$ cat src/mode_ctrl_map.vh
`ifndef MODE_CTRL_MAP_VH
`define MODE_CTRL_MAP_VH
`define OFS_SPEC_REVISION    8'h00
`define OFS_OP_MODE_CTRL     8'h04
`define SPEC_VERSION_BCD     8'h10
`define CTRL_RESET_VALUE     32'h0000_0000
`define RST_BIT              1'h0
`define RST_RATIO            2'h0
`define RST_HUB_HELD         1'h1
`define RST_RDATA            32'h0000_0000
`define RST_SOF_CNT          17'h00000
`define FLD_RATIO_LSB        0
`define FLD_PERIODIC_BIT     2
`define FLD_ISO_BIT          3
`define FLD_CTRL_LIST_BIT    4
`define FLD_BULK_BIT         5
`define FLD_FSTATE_LSB       6
`define FLD_ROUTING_BIT      8
`define FLD_WIRED_BIT        9
`define FLD_PERMIT_BIT       10
`define FS_STATE_RESET       2'h0
`define FS_STATE_RESUME      2'h1
`define FS_STATE_OPERATIONAL 2'h2
`define FS_STATE_SUSPEND     2'h3
`define SOF_DELAY_NS         1000000
`define CLK_PERIOD_NS        10
`define SOF_DELAY_CYCLES     (`SOF_DELAY_NS / `CLK_PERIOD_NS)
`endif

$ cat src/usb_host_mode_control_regs.v
`timescale 1ns/1ps
`default_nettype none
`include "mode_ctrl_map.vh"

module usb_host_mode_control_regs #(
   parameter SOF_DELAY = `SOF_DELAY_CYCLES
) (
   input  wire        clk,
   input  wire        srst,
   // register port
   input  wire        reg_sel,
   input  wire        reg_wr,
   input  wire [7:0]  reg_addr,
   input  wire [31:0] reg_wdata,
   output reg  [31:0] reg_rdata_q,
   // soft reset command and root hub
   input  wire        soft_reset,
   input  wire        downstream_resume,
   output reg         root_hub_reset_q,
   // interrupt inputs from status logic
   input  wire        resume_detected,
   input  wire        status_irq,
   output reg         host_irq_q,
   output reg         smi_irq_q,
   output reg         remote_wake_q,
   // frame timing
   input  wire        frame_start,
   input  wire        bulk_pass_req,
   output reg         frame_token_started_q,
   output reg         sof_running_q,
   output reg         bulk_go_q,
   output reg         control_list_on_q,
   output reg         periodic_list_on_q,
   output reg         isochronous_on_q,
   output reg  [1:0]  ctrl_bulk_ratio_q
);

   // stored control fields and their next values
   reg        remote_wake_permit_q;
   reg        remote_wake_permit_d;
   reg        remote_wake_wired_q;
   reg        remote_wake_wired_d;
   reg        interrupt_routing_q;
   reg        interrupt_routing_d;
   reg  [1:0] functional_state_q;
   reg  [1:0] functional_state_d;
   reg        bulk_list_on_q;
   reg        bulk_list_on_d;
   reg        control_list_on_d;
   reg        periodic_list_on_d;
   reg        isochronous_on_d;
   reg  [1:0] ctrl_bulk_ratio_d;
   reg [31:0] reg_rdata_d;
   reg        bulk_frame_q;
   reg [16:0] sof_cnt_q;
   reg        sof_wait_q;

   localparam [31:0] SOF_LAST_W = SOF_DELAY - 1;
   wire        ctrl_wr = reg_sel & reg_wr & (reg_addr == `OFS_OP_MODE_CTRL);
   wire  [1:0] wr_state = reg_wdata[`FLD_FSTATE_LSB +: 2];
   wire [16:0] sof_last = SOF_LAST_W[16:0];
   wire        sof_done = sof_wait_q & (sof_cnt_q == sof_last);
   wire        op_now = (functional_state_q == `FS_STATE_OPERATIONAL);
   wire        op_next = (functional_state_d == `FS_STATE_OPERATIONAL);
   wire        sof_fire = sof_done & op_now & op_next;
   wire [31:0] revision_word = {24'h000000, `SPEC_VERSION_BCD};
   // bits 31:11 are not stored, so they read as zero
   wire [31:0] control_word = {21'h000000, remote_wake_permit_q, remote_wake_wired_q,
                               interrupt_routing_q, functional_state_q, bulk_list_on_q,
                               control_list_on_q, isochronous_on_q, periodic_list_on_q,
                               ctrl_bulk_ratio_q};

   // cleared by either reset; a write in the soft reset cycle is dropped
   always @* begin
      remote_wake_permit_d = remote_wake_permit_q;
      if (soft_reset) begin
         remote_wake_permit_d = `RST_BIT;
      end else if (ctrl_wr) begin
         remote_wake_permit_d = reg_wdata[`FLD_PERMIT_BIT];
      end
   end
   always @(posedge clk) begin
      if (srst) begin
         remote_wake_permit_q <= `RST_BIT;
      end else begin
         remote_wake_permit_q <= remote_wake_permit_d;
      end
   end

   always @* begin
      bulk_list_on_d = bulk_list_on_q;
      if (soft_reset) begin
         bulk_list_on_d = `RST_BIT;
      end else if (ctrl_wr) begin
         bulk_list_on_d = reg_wdata[`FLD_BULK_BIT];
      end
   end
   always @(posedge clk) begin
      if (srst) begin
         bulk_list_on_q <= `RST_BIT;
      end else begin
         bulk_list_on_q <= bulk_list_on_d;
      end
   end

   always @* begin
      control_list_on_d = control_list_on_q;
      if (soft_reset) begin
         control_list_on_d = `RST_BIT;
      end else if (ctrl_wr) begin
         control_list_on_d = reg_wdata[`FLD_CTRL_LIST_BIT];
      end
   end
   always @(posedge clk) begin
      if (srst) begin
         control_list_on_q <= `RST_BIT;
      end else begin
         control_list_on_q <= control_list_on_d;
      end
   end

   always @* begin
      periodic_list_on_d = periodic_list_on_q;
      if (soft_reset) begin
         periodic_list_on_d = `RST_BIT;
      end else if (ctrl_wr) begin
         periodic_list_on_d = reg_wdata[`FLD_PERIODIC_BIT];
      end
   end
   always @(posedge clk) begin
      if (srst) begin
         periodic_list_on_q <= `RST_BIT;
      end else begin
         periodic_list_on_q <= periodic_list_on_d;
      end
   end

   always @* begin
      isochronous_on_d = isochronous_on_q;
      if (soft_reset) begin
         isochronous_on_d = `RST_BIT;
      end else if (ctrl_wr) begin
         isochronous_on_d = reg_wdata[`FLD_ISO_BIT];
      end
   end
   always @(posedge clk) begin
      if (srst) begin
         isochronous_on_q <= `RST_BIT;
      end else begin
         isochronous_on_q <= isochronous_on_d;
      end
   end

   always @* begin
      ctrl_bulk_ratio_d = ctrl_bulk_ratio_q;
      if (soft_reset) begin
         ctrl_bulk_ratio_d = `RST_RATIO;
      end else if (ctrl_wr) begin
         ctrl_bulk_ratio_d = reg_wdata[`FLD_RATIO_LSB +: 2];
      end
   end
   always @(posedge clk) begin
      if (srst) begin
         ctrl_bulk_ratio_q <= `RST_RATIO;
      end else begin
         ctrl_bulk_ratio_q <= ctrl_bulk_ratio_d;
      end
   end

   // wired and routing survive a soft reset, only srst clears them
   always @* begin
      remote_wake_wired_d = remote_wake_wired_q;
      if (ctrl_wr && !soft_reset) begin
         remote_wake_wired_d = reg_wdata[`FLD_WIRED_BIT];
      end
   end
   always @(posedge clk) begin
      if (srst) begin
         remote_wake_wired_q <= `RST_BIT;
      end else begin
         remote_wake_wired_q <= remote_wake_wired_d;
      end
   end

   always @* begin
      interrupt_routing_d = interrupt_routing_q;
      if (ctrl_wr && !soft_reset) begin
         interrupt_routing_d = reg_wdata[`FLD_ROUTING_BIT];
      end
   end
   always @(posedge clk) begin
      if (srst) begin
         interrupt_routing_q <= `RST_BIT;
      end else begin
         interrupt_routing_q <= interrupt_routing_d;
      end
   end

   // soft reset wins over a driver write, which wins over hardware; hardware only steps suspend to resume
   always @* begin
      functional_state_d = functional_state_q;
      if (soft_reset) begin
         functional_state_d = `FS_STATE_SUSPEND;
      end else if (ctrl_wr) begin
         functional_state_d = wr_state;
      end else if (functional_state_q == `FS_STATE_SUSPEND && downstream_resume) begin
         functional_state_d = `FS_STATE_RESUME;
      end
   end
   always @(posedge clk) begin
      if (srst) begin
         functional_state_q <= `FS_STATE_RESET;
      end else begin
         functional_state_q <= functional_state_d;
      end
   end

   // root hub held in reset for the whole hardware reset, then one cycle more
   always @(posedge clk) begin
      if (srst) begin
         root_hub_reset_q <= `RST_HUB_HELD;
      end else begin
         root_hub_reset_q <= `RST_BIT;
      end
   end

   // delay restarts only on entry to operational; writes that keep it do not
   always @(posedge clk) begin
      if (srst) begin
         sof_wait_q <= `RST_BIT;
      end else if (!op_next) begin
         sof_wait_q <= `RST_BIT;
      end else if (!op_now) begin
         sof_wait_q <= 1'h1;
      end else if (sof_done) begin
         sof_wait_q <= `RST_BIT;
      end
   end

   always @(posedge clk) begin
      if (srst) begin
         sof_cnt_q <= `RST_SOF_CNT;
      end else if (!op_now) begin
         sof_cnt_q <= `RST_SOF_CNT;
      end else if (sof_wait_q && !sof_done) begin
         sof_cnt_q <= sof_cnt_q + 17'h00001;
      end
   end

   always @(posedge clk) begin
      if (srst) begin
         sof_running_q <= `RST_BIT;
      end else if (!op_next) begin
         sof_running_q <= `RST_BIT;
      end else if (sof_fire) begin
         sof_running_q <= 1'h1;
      end
   end

   always @(posedge clk) begin
      if (srst) begin
         frame_token_started_q <= `RST_BIT;
      end else begin
         frame_token_started_q <= sof_fire;
      end
   end

   // bulk enable latched at frame start, sampled again at each pass
   always @(posedge clk) begin
      if (srst || soft_reset) begin
         bulk_frame_q <= `RST_BIT;
      end else if (frame_start) begin
         bulk_frame_q <= bulk_list_on_q;
      end
   end

   always @(posedge clk) begin
      if (srst || soft_reset) begin
         bulk_go_q <= `RST_BIT;
      end else begin
         bulk_go_q <= bulk_pass_req & bulk_frame_q & bulk_list_on_q;
      end
   end

   // interrupt and wake outputs
   always @(posedge clk) begin
      if (srst) begin
         host_irq_q <= `RST_BIT;
      end else begin
         host_irq_q <= status_irq & ~interrupt_routing_q;
      end
   end

   always @(posedge clk) begin
      if (srst) begin
         smi_irq_q <= `RST_BIT;
      end else begin
         smi_irq_q <= status_irq & interrupt_routing_q;
      end
   end

   always @(posedge clk) begin
      if (srst) begin
         remote_wake_q <= `RST_BIT;
      end else begin
         remote_wake_q <= remote_wake_permit_q & resume_detected;
      end
   end

   // register read; data holds until the next read
   always @* begin
      reg_rdata_d = reg_rdata_q;
      if (reg_sel && !reg_wr) begin
         case (reg_addr)
            `OFS_SPEC_REVISION: begin
               reg_rdata_d = revision_word;
            end
            `OFS_OP_MODE_CTRL: begin
               reg_rdata_d = control_word;
            end
            default: begin
               reg_rdata_d = `RST_RDATA;
            end
         endcase
      end
   end

   always @(posedge clk) begin
      if (srst) begin
         reg_rdata_q <= `RST_RDATA;
      end else begin
         reg_rdata_q <= reg_rdata_d;
      end
   end

endmodule // usb_host_mode_control_regs
`default_nettype wire

$ cat config.mk
export PLATFORM = sky130hd
export DESIGN_NAME = usb_host_mode_control_regs
export DESIGN_NICKNAME = d
export VERILOG_FILES = /design/src/usb_host_mode_control_regs.v
export VERILOG_INCLUDE_DIRS = /design/src
export SDC_FILE = /design/constraint.sdc
export NUM_CORES = 1
export LEC_CHECK = 0
export ABC_AREA = 1
export BUFFER_PORTS_ARGS = -buffer_cell sky130_fd_sc_hd__buf_2
export CAP_MARGIN = 40
export CORE_MARGIN = 5
export CORE_UTILIZATION = 53
export CTS_CLUSTER_DIAMETER = 50
export DETAILED_ROUTE_END_ITERATION = 8
export PLACE_DENSITY = 0.95
export SYNTH_ARGS = -nofsm -noshare
export SYNTH_HDL_FRONTEND = slang
export SYNTH_SLANG_ARGS = --single-unit
$ cat constraint.sdc
create_clock -name clk -period 2.4 [get_ports clk]
set_input_delay 0.48 -clock clk [delete_from_list [all_inputs] [get_ports clk]]
set_output_delay 0.48 -clock clk [all_outputs]
set_load 0.1 [all_outputs]
Yosys cells after proc, flatten, opt, wreduce, memory -nomap -nowiden
Cells that the tools add are included.
{"block": "op_classes", "addsub": 1, "eq_ne": 6, "mux": 7, "bitwise_logic": 13, "n_reduce_logical": 12}
{"operator": "11-bit one-hot mux with 2 select lines", "count": 1}
{"operator": "17-bit by 1-bit adder with 17-bit output (second input constant)", "count": 1}
{"operator": "17-bit == test (second input constant)", "count": 1}
{"operator": "1-bit AND", "count": 10}
{"operator": "8-bit by 3-bit == test with 1-bit output (second input constant)", "count": 1}
{"operator": "8-bit zero test", "count": 1}
{"operator": "2-bit == test (second input constant)", "count": 3}
{"operator": "2-bit 2-to-1 mux", "count": 3}
{"operator": "2-bit OR reduction", "count": 3}
{"operator": "1-bit logical AND", "count": 4}
{"operator": "1-bit zero test", "count": 3}
{"operator": "1-bit 2-to-1 mux", "count": 3}
{"operator": "1-bit inverter", "count": 3}
{"operator": "2-bit != test (second input constant)", "count": 1}
{"operator": "1-bit logical OR", "count": 1}
{"block": "totals", "reg_bits": 69, "input_bits": 50, "output_inout_bits": 44, "elab_cells": 59}

Logic depth before layout (Yosys ltp)
Gate-level depths: netlist of run 1.
{"block": "logic_depth", "word_depth": 8, "mapped_depth": 10, "ltp_nobuf": 10}

Worst setup path after synthesis of run 1
Ideal clock, no wire load.
{"block": "synth_timing", "path_type": "input to register", "startpoint": "input port reg_addr[7]", "endpoint": "register frame_token_started_q", "required_time_ns": 2.335, "n_path_buf": 0, "setup_ns": 0.065, "slack_ns": 0.955, "arrival_ns": 1.380, "cell_stages": 9, "path_cell_list": "nor2_1 -> nand2_1 -> nor2_4 -> nand2_2 -> inv_1 -> nor2_1 -> nor2_1 -> nand2_1 -> nor2_1"}
{"block": "synth_via", "elab_chain_cells": 6}
{"item": "from (decl)", "line": "usb_host_mode_control_regs.v:13", "rtl": "input wire [7:0] reg_addr,"}
{"item": "8-bit by 3-bit == test with 1-bit output"}
{"item": "1-bit AND", "line": "usb_host_mode_control_regs.v:59", "rtl": "wire ctrl_wr = reg_sel & reg_wr & (reg_addr == `OFS_OP_MODE_CTRL);"}
{"item": "2-bit 2-to-1 mux", "line": "usb_host_mode_control_regs.v:204", "rtl": "end else if (ctrl_wr) begin"}
{"item": "2-bit 2-to-1 mux", "line": "usb_host_mode_control_regs.v:202", "rtl": "if (soft_reset) begin"}
{"item": "2-bit == test (no source line)"}
{"item": "1-bit AND", "line": "usb_host_mode_control_regs.v:65", "rtl": "wire sof_fire = sof_done & op_now & op_next;"}
{"item": "to (signal assigned)", "line": "usb_host_mode_control_regs.v:262", "rtl": "frame_token_started_q <= `RST_BIT;"}
{"item": "to (signal assigned)", "line": "usb_host_mode_control_regs.v:264", "rtl": "frame_token_started_q <= sof_fire;"}
{"item": "to (decl)", "line": "usb_host_mode_control_regs.v:29", "rtl": "output reg frame_token_started_q,"}
No other way between the ends.
A chain may end at the register's enable or synchronous reset.

Final worst setup path of run 1
{"block": "layout_timing", "startpoint": "register sof_cnt_q[1]", "endpoint": "register sof_cnt_q[16]"}
{"block": "layout_via", "elab_chain_cells": 4, "word_cells_on_any_way": 5, "cone_classes": "add/sub (1); eq/ne (1); bitwise (1); reduce/logical (2)"}
{"item": "from (decl)", "line": "usb_host_mode_control_regs.v:55", "rtl": "reg [16:0] sof_cnt_q;"}
{"item": "from (signal assigned)", "line": "usb_host_mode_control_regs.v:242", "rtl": "sof_cnt_q <= `RST_SOF_CNT;"}
{"item": "from (signal assigned)", "line": "usb_host_mode_control_regs.v:244", "rtl": "sof_cnt_q <= `RST_SOF_CNT;"}
{"item": "from (signal assigned)", "line": "usb_host_mode_control_regs.v:246", "rtl": "sof_cnt_q <= sof_cnt_q + 17'h00001;"}
{"item": "parallel branches: the longest is 4 deep, another holds 17-bit by 1-bit adder with 17-bit output"}
Parallel ways; which one is timed is not known.

==> impl_metrics.py, run 1 <==
metrics = {
    "status": {
        "status": "completed",
    },
    "setup_path": {
        "startpoint": "sof_cnt_q[1]",
        "cp_slowest_cell": "dfxtp_1",
        "crit_path_end_kind": "flop",
        "cpPeakStageDelay_ns": 0.40,
        "crit_path_cell_trace": "ha_1, inv_1, nor2_2, nand2_1, o21ai_0, nand2_1, nand2_1, a21oi_1",
        "crit_top_cell": "nand2_1",
        "timing.rr.end": "sof_cnt_q[16]",
        "r2r-start": "sof_cnt_q[1]",
        "start_kind": "flop",
        "cp.arrival_ns": 1.87,
        "rrSetupSlack_ns": 0.70,
        "critPathMaxFanout": 6,
        "crit_required_ns": 2.57,
        "worstSetupPathType": "reg -> reg",
        "worstRegToRegCells": 8,
    },
    "timing": {
        "finalWorstSetupSlack_ns": 0.700,
        "period_needed_ns": 1.70,
        "period_share_pct": 70.8,
        "drv_slew": 0,
        "fmaxAchievable_ghz": 0.588,
        "slew_headroom_pct": 59.2,
        "final-hold-violation-count": 0,
        "setup_violations": 0,
        "tns_ns": 0,
        "rsz0062_at_grt": "false",
        "worst_pin_slew_ns": 0.611,
        "timing.hold.ws_ns": 0.366,
        "skew_ns": 0.0101,
    },
    "routing": {
        "initialDrtViolationCount": 237,
        "drt-total-wl_um": 6010,
        "wl_per_cell_um": 12.7,
        "ant_nets": 0,
        "route.detailed.drc": 0,
        "met3_length_um": 452,
        "avgViaCountPerCell": 5.20,
        "wl_met2_um": 3150,
        "met1_length_um": 2340,
        "first_pass_iters": 6,
        "vias": 2460,
        "highest_layer": "met4",
    },
    "synth": {
        "avgSynthCellArea_um2": 6.85,
        "synth_cell_type_count": 30,
        "ys_ff_latch": 48,
        "yosysWarningCount": 0,
        "seq_area_frac_synth_pct": 38.5,
        "synth_area_um2": 2500,
        "netlist_instances": 365,
    },
    "placement": {
        "dp_slack_ns": 0.744,
        "numPortBuffers": 51,
        "dp_hpwl_um": 4410,
        "gp_congestion": 0.917,
    },
    "floorplan": {
        "rows": 25,
        "die_w_um": 78.7,
        "dieArea_um2": 6190,
        "fp.coreArea_um2": 4660,
        "dieHeight_um": 78.7,
        "ios": 94,
        "initial_core_util_pct": 53.6,
    },
    "clocking": {
        "root_buffer": "clkbuf_8",
        "cts_resized": 0,
        "cts-buffers-inserted": 5,
        "cts.sinks": 48,
        "clk_latency_ns": 0.31,
        "cts_setup_buffers": 0,
        "cts_buffer_depth": 2,
        "h-tree-depth": 2,
        "cts_hold_buf": 0,
        "clk_pin_slew_worst_paths_ns": 0.10,
        "cts_tree": "yes",
    },
    "min_path": {
        "hold-path-cell-count": 2,
        "hold_class": "in -> reg",
        "hold_start": "frame_start",
        "hold_end": "bulk_frame_q",
    },
    "cells_and_area": {
        "layout.nets": 469,
        "fill_cells": 391,
        "final_cell_mix": "nand2_1 (88), nor2_1 (60), buf_2 (51)",
        "multi_input_area_um2": 1290,
        "register_area_um2": 961,
        "area_growth_pct": 14.3,
        "layout-drive-gt1-share_pct": 20.5,
        "diodes": 0,
        "final_common_cell": "nand2_1",
    },
    "job": {
        "cap_viol_max_count": 0,
    },
    "grt": {
        "grt_pass1_wl_um": 10100,
        "grt_usage_pct": 19.7,
        "grt_start_max_net_pins": 23,
        "grt-ovfl-total": 0,
        "grt_pass1_vias": 2406,
        "antenna_found_initial": 0,
    },
    "pwr": {
        "vdd_drop_max_mv": 0.424,
        "p_leak_nw": 1.19,
        "power_density_nw_per_um2": 651,
    },
}
## registers in the layout, summed over array words and instances (netlist names)
signal                 cells
interrupt_routing_q        1
bulk_go_q                  1
control_list_on_q          1
root_hub_reset_q           1
bulk_list_on_q             1
host_irq_q                 1
isochronous_on_q           1
smi_irq_q                  1
remote_wake_wired_q        1
reg_rdata_q               11
periodic_list_on_q         1
frame_token_started_q      1
bulk_frame_q               1
remote_wake_q              1
sof_wait_q                 1
remote_wake_permit_q       1
functional_state_q         2
sof_running_q              1
sof_cnt_q                 17
ctrl_bulk_ratio_q          2
## worst max path at each step
stage	depth (start not counted)	to	slack (ns)
3_3_place_gp	10	frame_token_started_q	0.76
3_5_place_dp	10	sof_running_q	0.74
2_1_floorplan	9	frame_token_started_q	0.96
6_report	8	sof_cnt_q[16]	0.70
4_1_cts	7	sof_cnt_q[9]	0.73
5_1_grt	8	sof_cnt_q[16]	0.52
## per-layer routing
layer	global-route usage, %	vias up
li1	-	1224
met1	20.0	1117
met2	37.8	109
met3	5.85	10
met4	6.64	0
met5	0	-
## cells by family (layout without fill, tap and decap cells)
kind of cell,count (synthesis),count (layout),synth area share [%]
XOR/XNOR,3,3,1.05
AO/OA/AOI/OAI,59,59,12.9
adder cells (fa/ha/maj),1,1,0.501
flip-flops,48,48,38.5
other,1,21,0.150
AND/OR/NAND/NOR,193,193,34.2
buffers and inverters,60,94,12.8
## area by class of cell
| class | instances | area share (%) |
|---|---|---|
| Clock inverter | 3 | 2.41 |
| Inverter | 32 | 4.20 |
| Timing Repair Buffer | 54 | 9.72 |
| Sequential cell | 48 | 33.6 |
| Multi-Input combinational cell | 277 | 45.2 |
| Clock buffer | 5 | 2.41 |
| Tap cell | 54 | 2.37 |
## metrics by stage
| step | total power [mW] | std cells | area, um2 | utilization, % |
|---|---|---|---|---|
| 3_3_place_gp | 1.16 | 465 | 2720 | 58.3 |
| 4_1_cts | 1.86 | 473 | 2860 | 61.3 |
| 2_1_floorplan | 1.14 | 385 | 2570 | - |
| 6_report | 1.86 | 473 | 2860 | 61.3 |
| 3_5_place_dp | 1.17 | 465 | 2720 | 58.3 |
| 5_1_grt | 1.91 | 473 | 2860 | 61.3 |
## synth_stat cells (all sizes together)
| cell type | number | area, um2 |
|---|---|---|
| inv | 32 | 120 |
| ha | 1 | 12.5 |
| buf | 24 | 185 |
| o2111ai | 1 | 8.76 |
| a21oi | 30 | 169 |
| dfxtp | 48 | 961 |
| nand3b | 2 | 15.0 |
| nand4 | 5 | 31.3 |
| clkbuf | 4 | 15.0 |
| o22ai | 1 | 6.26 |
| nand3 | 22 | 128 |
| a211oi | 1 | 7.51 |
| nor3 | 2 | 21.3 |
| o21ai | 26 | 130 |
| nand2 | 97 | 392 |
| nor2 | 65 | 267 |
| xor2 | 1 | 8.76 |
| conb | 1 | 3.75 |
| xnor2 | 2 | 17.5 |
## critical path, delay by kind of cell (launching register included)
family / cells / cell delay [ns]
AO/OA/AOI/OAI: 2 / 0.26
AND/OR/NAND/NOR: 4 / 0.58
adder cells (fa/ha/maj): 1 / 0.26
buffers and inverters: 1 / 0.07
flip-flops: 1 / 0.40
## power by group
part	switching, mW	internal, mW	total (mW)
clock	0.288	0.419	0.708
combinational	0.289	0.0409	0.330
sequential	0.0103	0.812	0.822
(Power assumes the default switching activity.)
==> run 2: changes to the inputs <==
CORE_UTILIZATION = 44   (was 53)
PLACE_DENSITY = 0.87   (was 0.95)
clock period = 1.5 ns   (was 2.4 ns; I/O delays follow)
==> impl_metrics.py, run 2 (same netlist as run 1, synthesis figures left out) <==
metrics = {
    "cells_and_area": {
        "area_growth_pct": 23.2,
        "final_common_cell": "nand2_1",
        "largest_reg_flops": 17,
        "finalNonFillerCells": 510,
        "layout-drive-gt1-share_pct": 27.4,
        "layout.nets": 488,
        "final_cell_area_um2": 3080,
        "largest_register": "sof_cnt_q",
        "largest_registers": "sof_cnt_q: 17 flops, reg_rdata_q: 11 flops",
        "final_cell_mix": "nand2_1 (87), nor2_1 (55), buf_2 (51)",
        "diodes": 0,
    },
    "pwr": {
        "power.switching_uw": 927,
        "intPower_mw": 1.87,
        "seqPwrFrac_pct": 46.9,
        "power_density_nw_per_um2": 908,
        "finalPower_mw": 2.80,
        "switching_share_pct": 33.1,
        "p_leak_nw": 1.27,
        "clockPowerShare_pct": 33.6,
        "vdd_drop_max_mv": 0.576,
        "comb_power_share_pct": 19.5,
    },
    "timing": {
        "final-hold-violation-count": 0,
        "period_share_pct": 94.3,
        "drv_slew": 0,
        "rsz0062_at_grt": "true",
        "period_needed_ns": 1.41,
        "fmaxAchievable_ghz": 0.707,
        "skew_ns": 0.00438,
        "setup_violations": 0,
    },
    "clocking": {
        "clk_pin_slew_worst_paths_ns": 0.09,
        "h-tree-depth": 2,
        "cts_hold_buf": 0,
        "cts_tree": "yes",
        "cts_buffer_depth": 2,
        "cts.sinks": 48,
        "clk_latency_ns": 0.31,
        "cts-buffers-inserted": 5,
        "root_buffer": "clkbuf_8",
    },
    "grt": {
        "grt_pass1_vias": 2350,
        "grt-ovfl-total": 0,
        "antenna_found_initial": 0,
        "grt_pass1_wl_um": 9850,
        "grt_usage_pct": 16.2,
        "grt_start_max_net_pins": 23,
    },
    "setup_path": {
        "crit_top_cell": "nand2_1",
        "critPathMaxFanout": 6,
        "cp_slowest_cell": "dfxtp_1",
        "cpPeakStageDelay_ns": 0.47,
        "crit_path_end_kind": "flop",
        "crit_required_ns": 1.70,
        "crit_path_cell_trace": "nand2_1, nor2_1, nand2_1, inv_2, nand3_4, buf_4, nand3_1, a21oi_1",
        "worstSetupPathType": "reg -> reg",
        "start_kind": "flop",
        "cp.arrival_ns": 1.61,
    },
    "routing": {
        "avgViaCountPerCell": 4.84,
        "ant_nets": 0,
        "wl_per_cell_um": 12.0,
        "vias": 2469,
        "initialDrtViolationCount": 168,
        "drt-total-wl_um": 6100,
        "route.detailed.drc": 0,
        "first_pass_iters": 4,
    },
    "min_path": {
        "hold_class": "in -> reg",
    },
    "job": {
        "cap_viol_max_count": 0,
    },
    "placement": {
        "dp_hpwl_um": 4490,
        "placed_area_um2": 2870,
        "gp_congestion": 0.912,
        "numPortBuffers": 51,
        "place_inst": 500,
    },
    "floorplan": {
        "fp.coreArea_um2": 5510,
        "dieHeight_um": 85.4,
        "dieArea_um2": 7290,
        "rows": 27,
        "ios": 94,
        "initial_core_util_pct": 45.4,
        "die_w_um": 85.4,
    },
    "status": {
        "status": "completed",
    },
}
==> run 2: changes by cell type in the layout (fill, tap and decap cells not counted), moves of 2 or more <==
cell / change
nor2_2: +3
nor2_4: +2
nor2_1: -5
dfxtp_1: -7
clkinvlp_4: +2
dfxtp_2: +7
buf_4: +17
==> run 2: cell type report <==
type | instances | area (um2)
repair buffers | 72 | 425
inverters | 32 | 124
clock buffers | 5 | 68.8
multi-input cells | 278 | 1360
fillers | 516 | 2430
clock inverters | 3 | 42.5
flip-flops and latches | 48 | 970
well taps | 72 | 90.1
==> run 2: what timing repair did <==
item	CTS	global route
endpoints found under the setup margin	0	20
resized for setup	0	20
setup buffers	0	1
==> run 2: stage by stage <==
| step | hold slack, ns | setup slack [ns] | utilization, % | TNS, ns |
|---|---|---|---|---|
| finish | 0.183 | 0.0858 | 55.9 | 0 |
| global route | 0.188 | -0.0345 | 55.9 | -0.187 |
| CTS | 0.177 | 0.0132 | 54.1 | 0 |
| detailed placement | 0.449 | 0.0354 | 52.1 | 0 |
| global placement | 0.441 | 0.0888 | 52.1 | 0 |
| floorplan | 0.328 | 0.0592 | - | 0 |
==> run 2: worst paths after layout <==
check | startpoint | end | slack, ns | depth (start not counted)
hold / removal | frame_start | bulk_frame_q | 0.18 | 2
hold reg to reg | remote_wake_wired_q | reg_rdata_q[9] | 0.46 | 2
setup reg to reg | sof_cnt_q[7] | sof_cnt_q[6] | 0.09 | 8
setup / recovery | sof_cnt_q[7] | sof_cnt_q[6] | 0.09 | 8
==> run 2: power groups by stage <==
stage / logic, mW / registers, mW / clock network (mW)
6_report: 0.544 / 1.31 / 0.940
2_1_floorplan: 0.350 / 1.48 / 0
3_3_place_gp: 0.524 / 1.34 / 0
4_1_cts: 0.530 / 1.31 / 0.970
3_5_place_dp: 0.530 / 1.34 / 0
5_1_grt: 0.569 / 1.32 / 1.03
==> run 2: critical path: cells and delay by family, from the launching register on <==
kind	cells	cell delay, ns
buffers and inverters	2	0.28
AO/OA/AOI/OAI	1	0.07
AND/OR/NAND/NOR	5	0.49
flip-flops	1	0.47
==> run 2: per-layer routing <==
layer  track usage, %  routed length (um)  up-vias
li1                 -                   -     1265
met1             18.3                2390     1115
met2             28.7                3150       78
met3             4.66                 465       11
met4             6.04                  92        0
met5                0                   0        -
==> run 3: changes to the inputs <==
ABC_AREA = not set   (was 1)
CORE_UTILIZATION = 43   (was 44)
RECOVER_POWER = 25   (was not set)
SETUP_SLACK_MARGIN = 0.15   (was not set)
==> impl_metrics.py, run 3 <==
metrics = {
    "status": {
        "status": "complete, but fails checks",
        "violations": "negative setup slack",
    },
    "timing": {
        "fmaxAchievable_ghz": 0.667,
        "slew_headroom_pct": 61.0,
        "final-hold-violation-count": 0,
        "worst_pin_slew_ns": 0.584,
        "timing.hold.ws_ns": 0.220,
        "finalWorstSetupSlack_ns": -0.000331,
        "skew_ns": 0.0103,
        "rsz0062_at_grt": "true",
        "drv_slew": 0,
        "period_share_pct": 100,
        "period_needed_ns": 1.50,
        "setup_violations": 1,
    },
    "clocking": {
        "cts-buffers-inserted": 5,
        "cts.sinks": 48,
        "root_buffer": "clkbuf_8",
        "clk_pin_slew_worst_paths_ns": 0.10,
        "h-tree-depth": 2,
        "clk_latency_ns": 0.31,
        "cts_tree": "yes",
        "cts_buffer_depth": 2,
    },
    "routing": {
        "first_pass_iters": 5,
        "drt-total-wl_um": 6590,
        "avgViaCountPerCell": 5.27,
        "initialDrtViolationCount": 69,
        "wl_per_cell_um": 16.2,
        "vias": 2150,
        "ant_nets": 0,
        "route.detailed.drc": 0,
    },
    "pwr": {
        "vdd_drop_max_mv": 0.734,
        "intPower_mw": 1.69,
        "finalPower_mw": 2.50,
        "p_leak_nw": 1.29,
        "comb_power_share_pct": 16.9,
        "seqPwrFrac_pct": 51.1,
        "power.switching_uw": 811,
        "clockPowerShare_pct": 32.0,
        "power_density_nw_per_um2": 787,
        "switching_share_pct": 32.4,
    },
    "cells_and_area": {
        "area_growth_pct": 42.4,
        "final_cell_mix": "buf_4 (52), dfxtp_1 (38), nor2_1 (30)",
        "largest_reg_flops": 17,
        "layout.nets": 388,
        "diodes": 0,
        "finalNonFillerCells": 408,
        "final_cell_area_um2": 3180,
        "largest_registers": "sof_cnt_q: 17 flops, reg_rdata_q: 11 flops",
        "fill_cells": 422,
        "largest_register": "sof_cnt_q",
        "layout-drive-gt1-share_pct": 45.9,
        "final_common_cell": "buf_4",
    },
    "job": {
        "cap_viol_max_count": 0,
    },
    "placement": {
        "place_inst": 387,
        "gp_congestion": 0.870,
        "placed_area_um2": 2740,
        "numPortBuffers": 51,
        "dp_hpwl_um": 4210,
    },
    "setup_path": {
        "rrSetupSlack_ns": 0.03,
        "crit_path_end_kind": "flop",
        "r2r-start": "sof_cnt_q[1]",
        "cp.arrival_ns": 1.74,
        "crit_required_ns": 1.74,
        "critPathMaxFanout": 5,
        "start_kind": "input port",
        "timing.rr.end": "sof_cnt_q[14]",
        "worstRegToRegCells": 5,
        "worstSetupPathType": "in -> reg",
    },
    "floorplan": {
        "initial_core_util_pct": 44.1,
        "dieHeight_um": 82.1,
        "dieArea_um2": 6740,
        "rows": 26,
        "ios": 94,
        "fp.coreArea_um2": 5070,
        "die_w_um": 82.1,
    },
    "min_path": {
        "hold_end": "bulk_go_q",
        "hold-path-cell-count": 3,
        "hold_start": "bulk_pass_req",
        "hold_class": "in -> reg",
    },
    "synth": {
        "async_reset_ff_share_pct": 0,
        "seq_area_frac_synth_pct": 43.0,
        "yosysWarningCount": 0,
        "synth_area_um2": 2240,
        "synth_edf_count": 0,
        "yosys.area.top_type_share_pct": 43.0,
        "synth_ff_type": "dfxtp_1",
        "avgSynthCellArea_um2": 9.13,
        "synthTopCellsByArea": "dfxtp_1 (43%), buf_4 (7.1%), mux2i_1 (5.4%)",
        "synth_cell_type_count": 48,
        "netlist_instances": 245,
        "yosysMostFrequentCell": "dfxtp_1",
        "synth_top_area_cell": "dfxtp_1",
        "ys_top_cells_by_count": "dfxtp_1 (48), nor2_1 (31), buf_4 (21)",
        "ys_ff_latch": 48,
    },
    "grt": {
        "grt_pass1_wl_um": 9640,
        "grt_pass1_vias": 2163,
        "grt_usage_pct": 18.5,
        "grt_start_max_net_pins": 16,
        "antenna_found_initial": 0,
        "grt-ovfl-total": 0,
    },
}
## run 3: critical path, stage by stage
cell	delay (ns)
buf_6	0.09
or4b_4	0.56
buf_4	0.18
nor3_4	0.22
buf_6	0.17
a22oi_2	0.07
nor2_1	0.15
## run 3: what timing repair did
action / CTS / global route
resized for setup: 41 / 38
cloned: 0 / 1
setup buffers: 6 / 6
setup endpoints to repair: 55 / 43
pin swaps: 14 / 17
hold endpoints to repair: 0 / 0
hold buffers: 0 / 0
## run 3: power groups by stage
stage	Combinational [mW]	Clock [mW]	Sequential [mW]
6_report	0.424	0.802	1.28
5_1_grt	0.441	0.857	1.28
4_1_cts	0.406	0.787	1.28
3_5_place_dp	0.394	0	1.31
3_3_place_gp	0.390	0	1.31
2_1_floorplan	0.325	0	1.34
## run 3: metrics by stage
stage	setup slack, ns	util, %	setup TNS [ns]
after floorplan	-0.130	-	-2.17
after global routing	-0.0456	62.7	-0.296
final	-0.000331	62.7	-0.000331
after detailed placement	-0.329	54.0	-6.60
after CTS	0.0303	59.2	0
after global placement	-0.307	54.0	-5.76
## run 3: cells by family (layout without fill, tap and decap cells)
group           count (synthesis)  in the layout  synth area share [%]
buf+inv                        39            112                  10.8
compound gates                 35             35                  10.9
other cells                     1             21                 0.168
fa+ha+maj                       1              1                 0.560
flops                          48             48                  43.0
simple gates                  103            103                  26.9
xor+xnor                        6              6                  2.35
mux                            12             12                  5.37
## run 3: layout make-up
cell class / instances / area (um2) / share of cell area (%)
multi-input cells: 178 / 1300 / 40.9
well taps: 70 / 87.6 / 2.75
inverters: 6 / 26.3 / 0.825
flip-flops and latches: 48 / 981 / 30.8
clock inverters: 2 / 16.3 / 0.511
repair buffers: 98 / 698 / 21.9
clock buffers: 6 / 72.6 / 2.28
## run 3: worst max-delay path by stage
stage / to / start / slack [ns] / cells after the start
after floorplan: functional_state_q[0] / reg_addr[3] / -0.13 / 5
after global placement: remote_wake_wired_q / reg_addr[4] / -0.31 / 6
after detailed placement: remote_wake_wired_q / reg_addr[4] / -0.33 / 6
after CTS: sof_cnt_q[14] / sof_cnt_q[1] / 0.03 / 5
after global routing: sof_cnt_q[16] / sof_cnt_q[1] / -0.05 / 5
final: reg_rdata_q[2] / reg_addr[0] / -0.0003 / 7
## run 3: per-layer routing
layer  wire length, um  part of all wire (%)  track usage [%]  up-vias
met1              2430                    37             19.4     1036
met4               119                   1.8             6.81        0
met5                 0                     0                0        -
li1                  -                     -                -     1028
met2              3580                    54             34.2       75
met3               466                   7.1             6.07       11
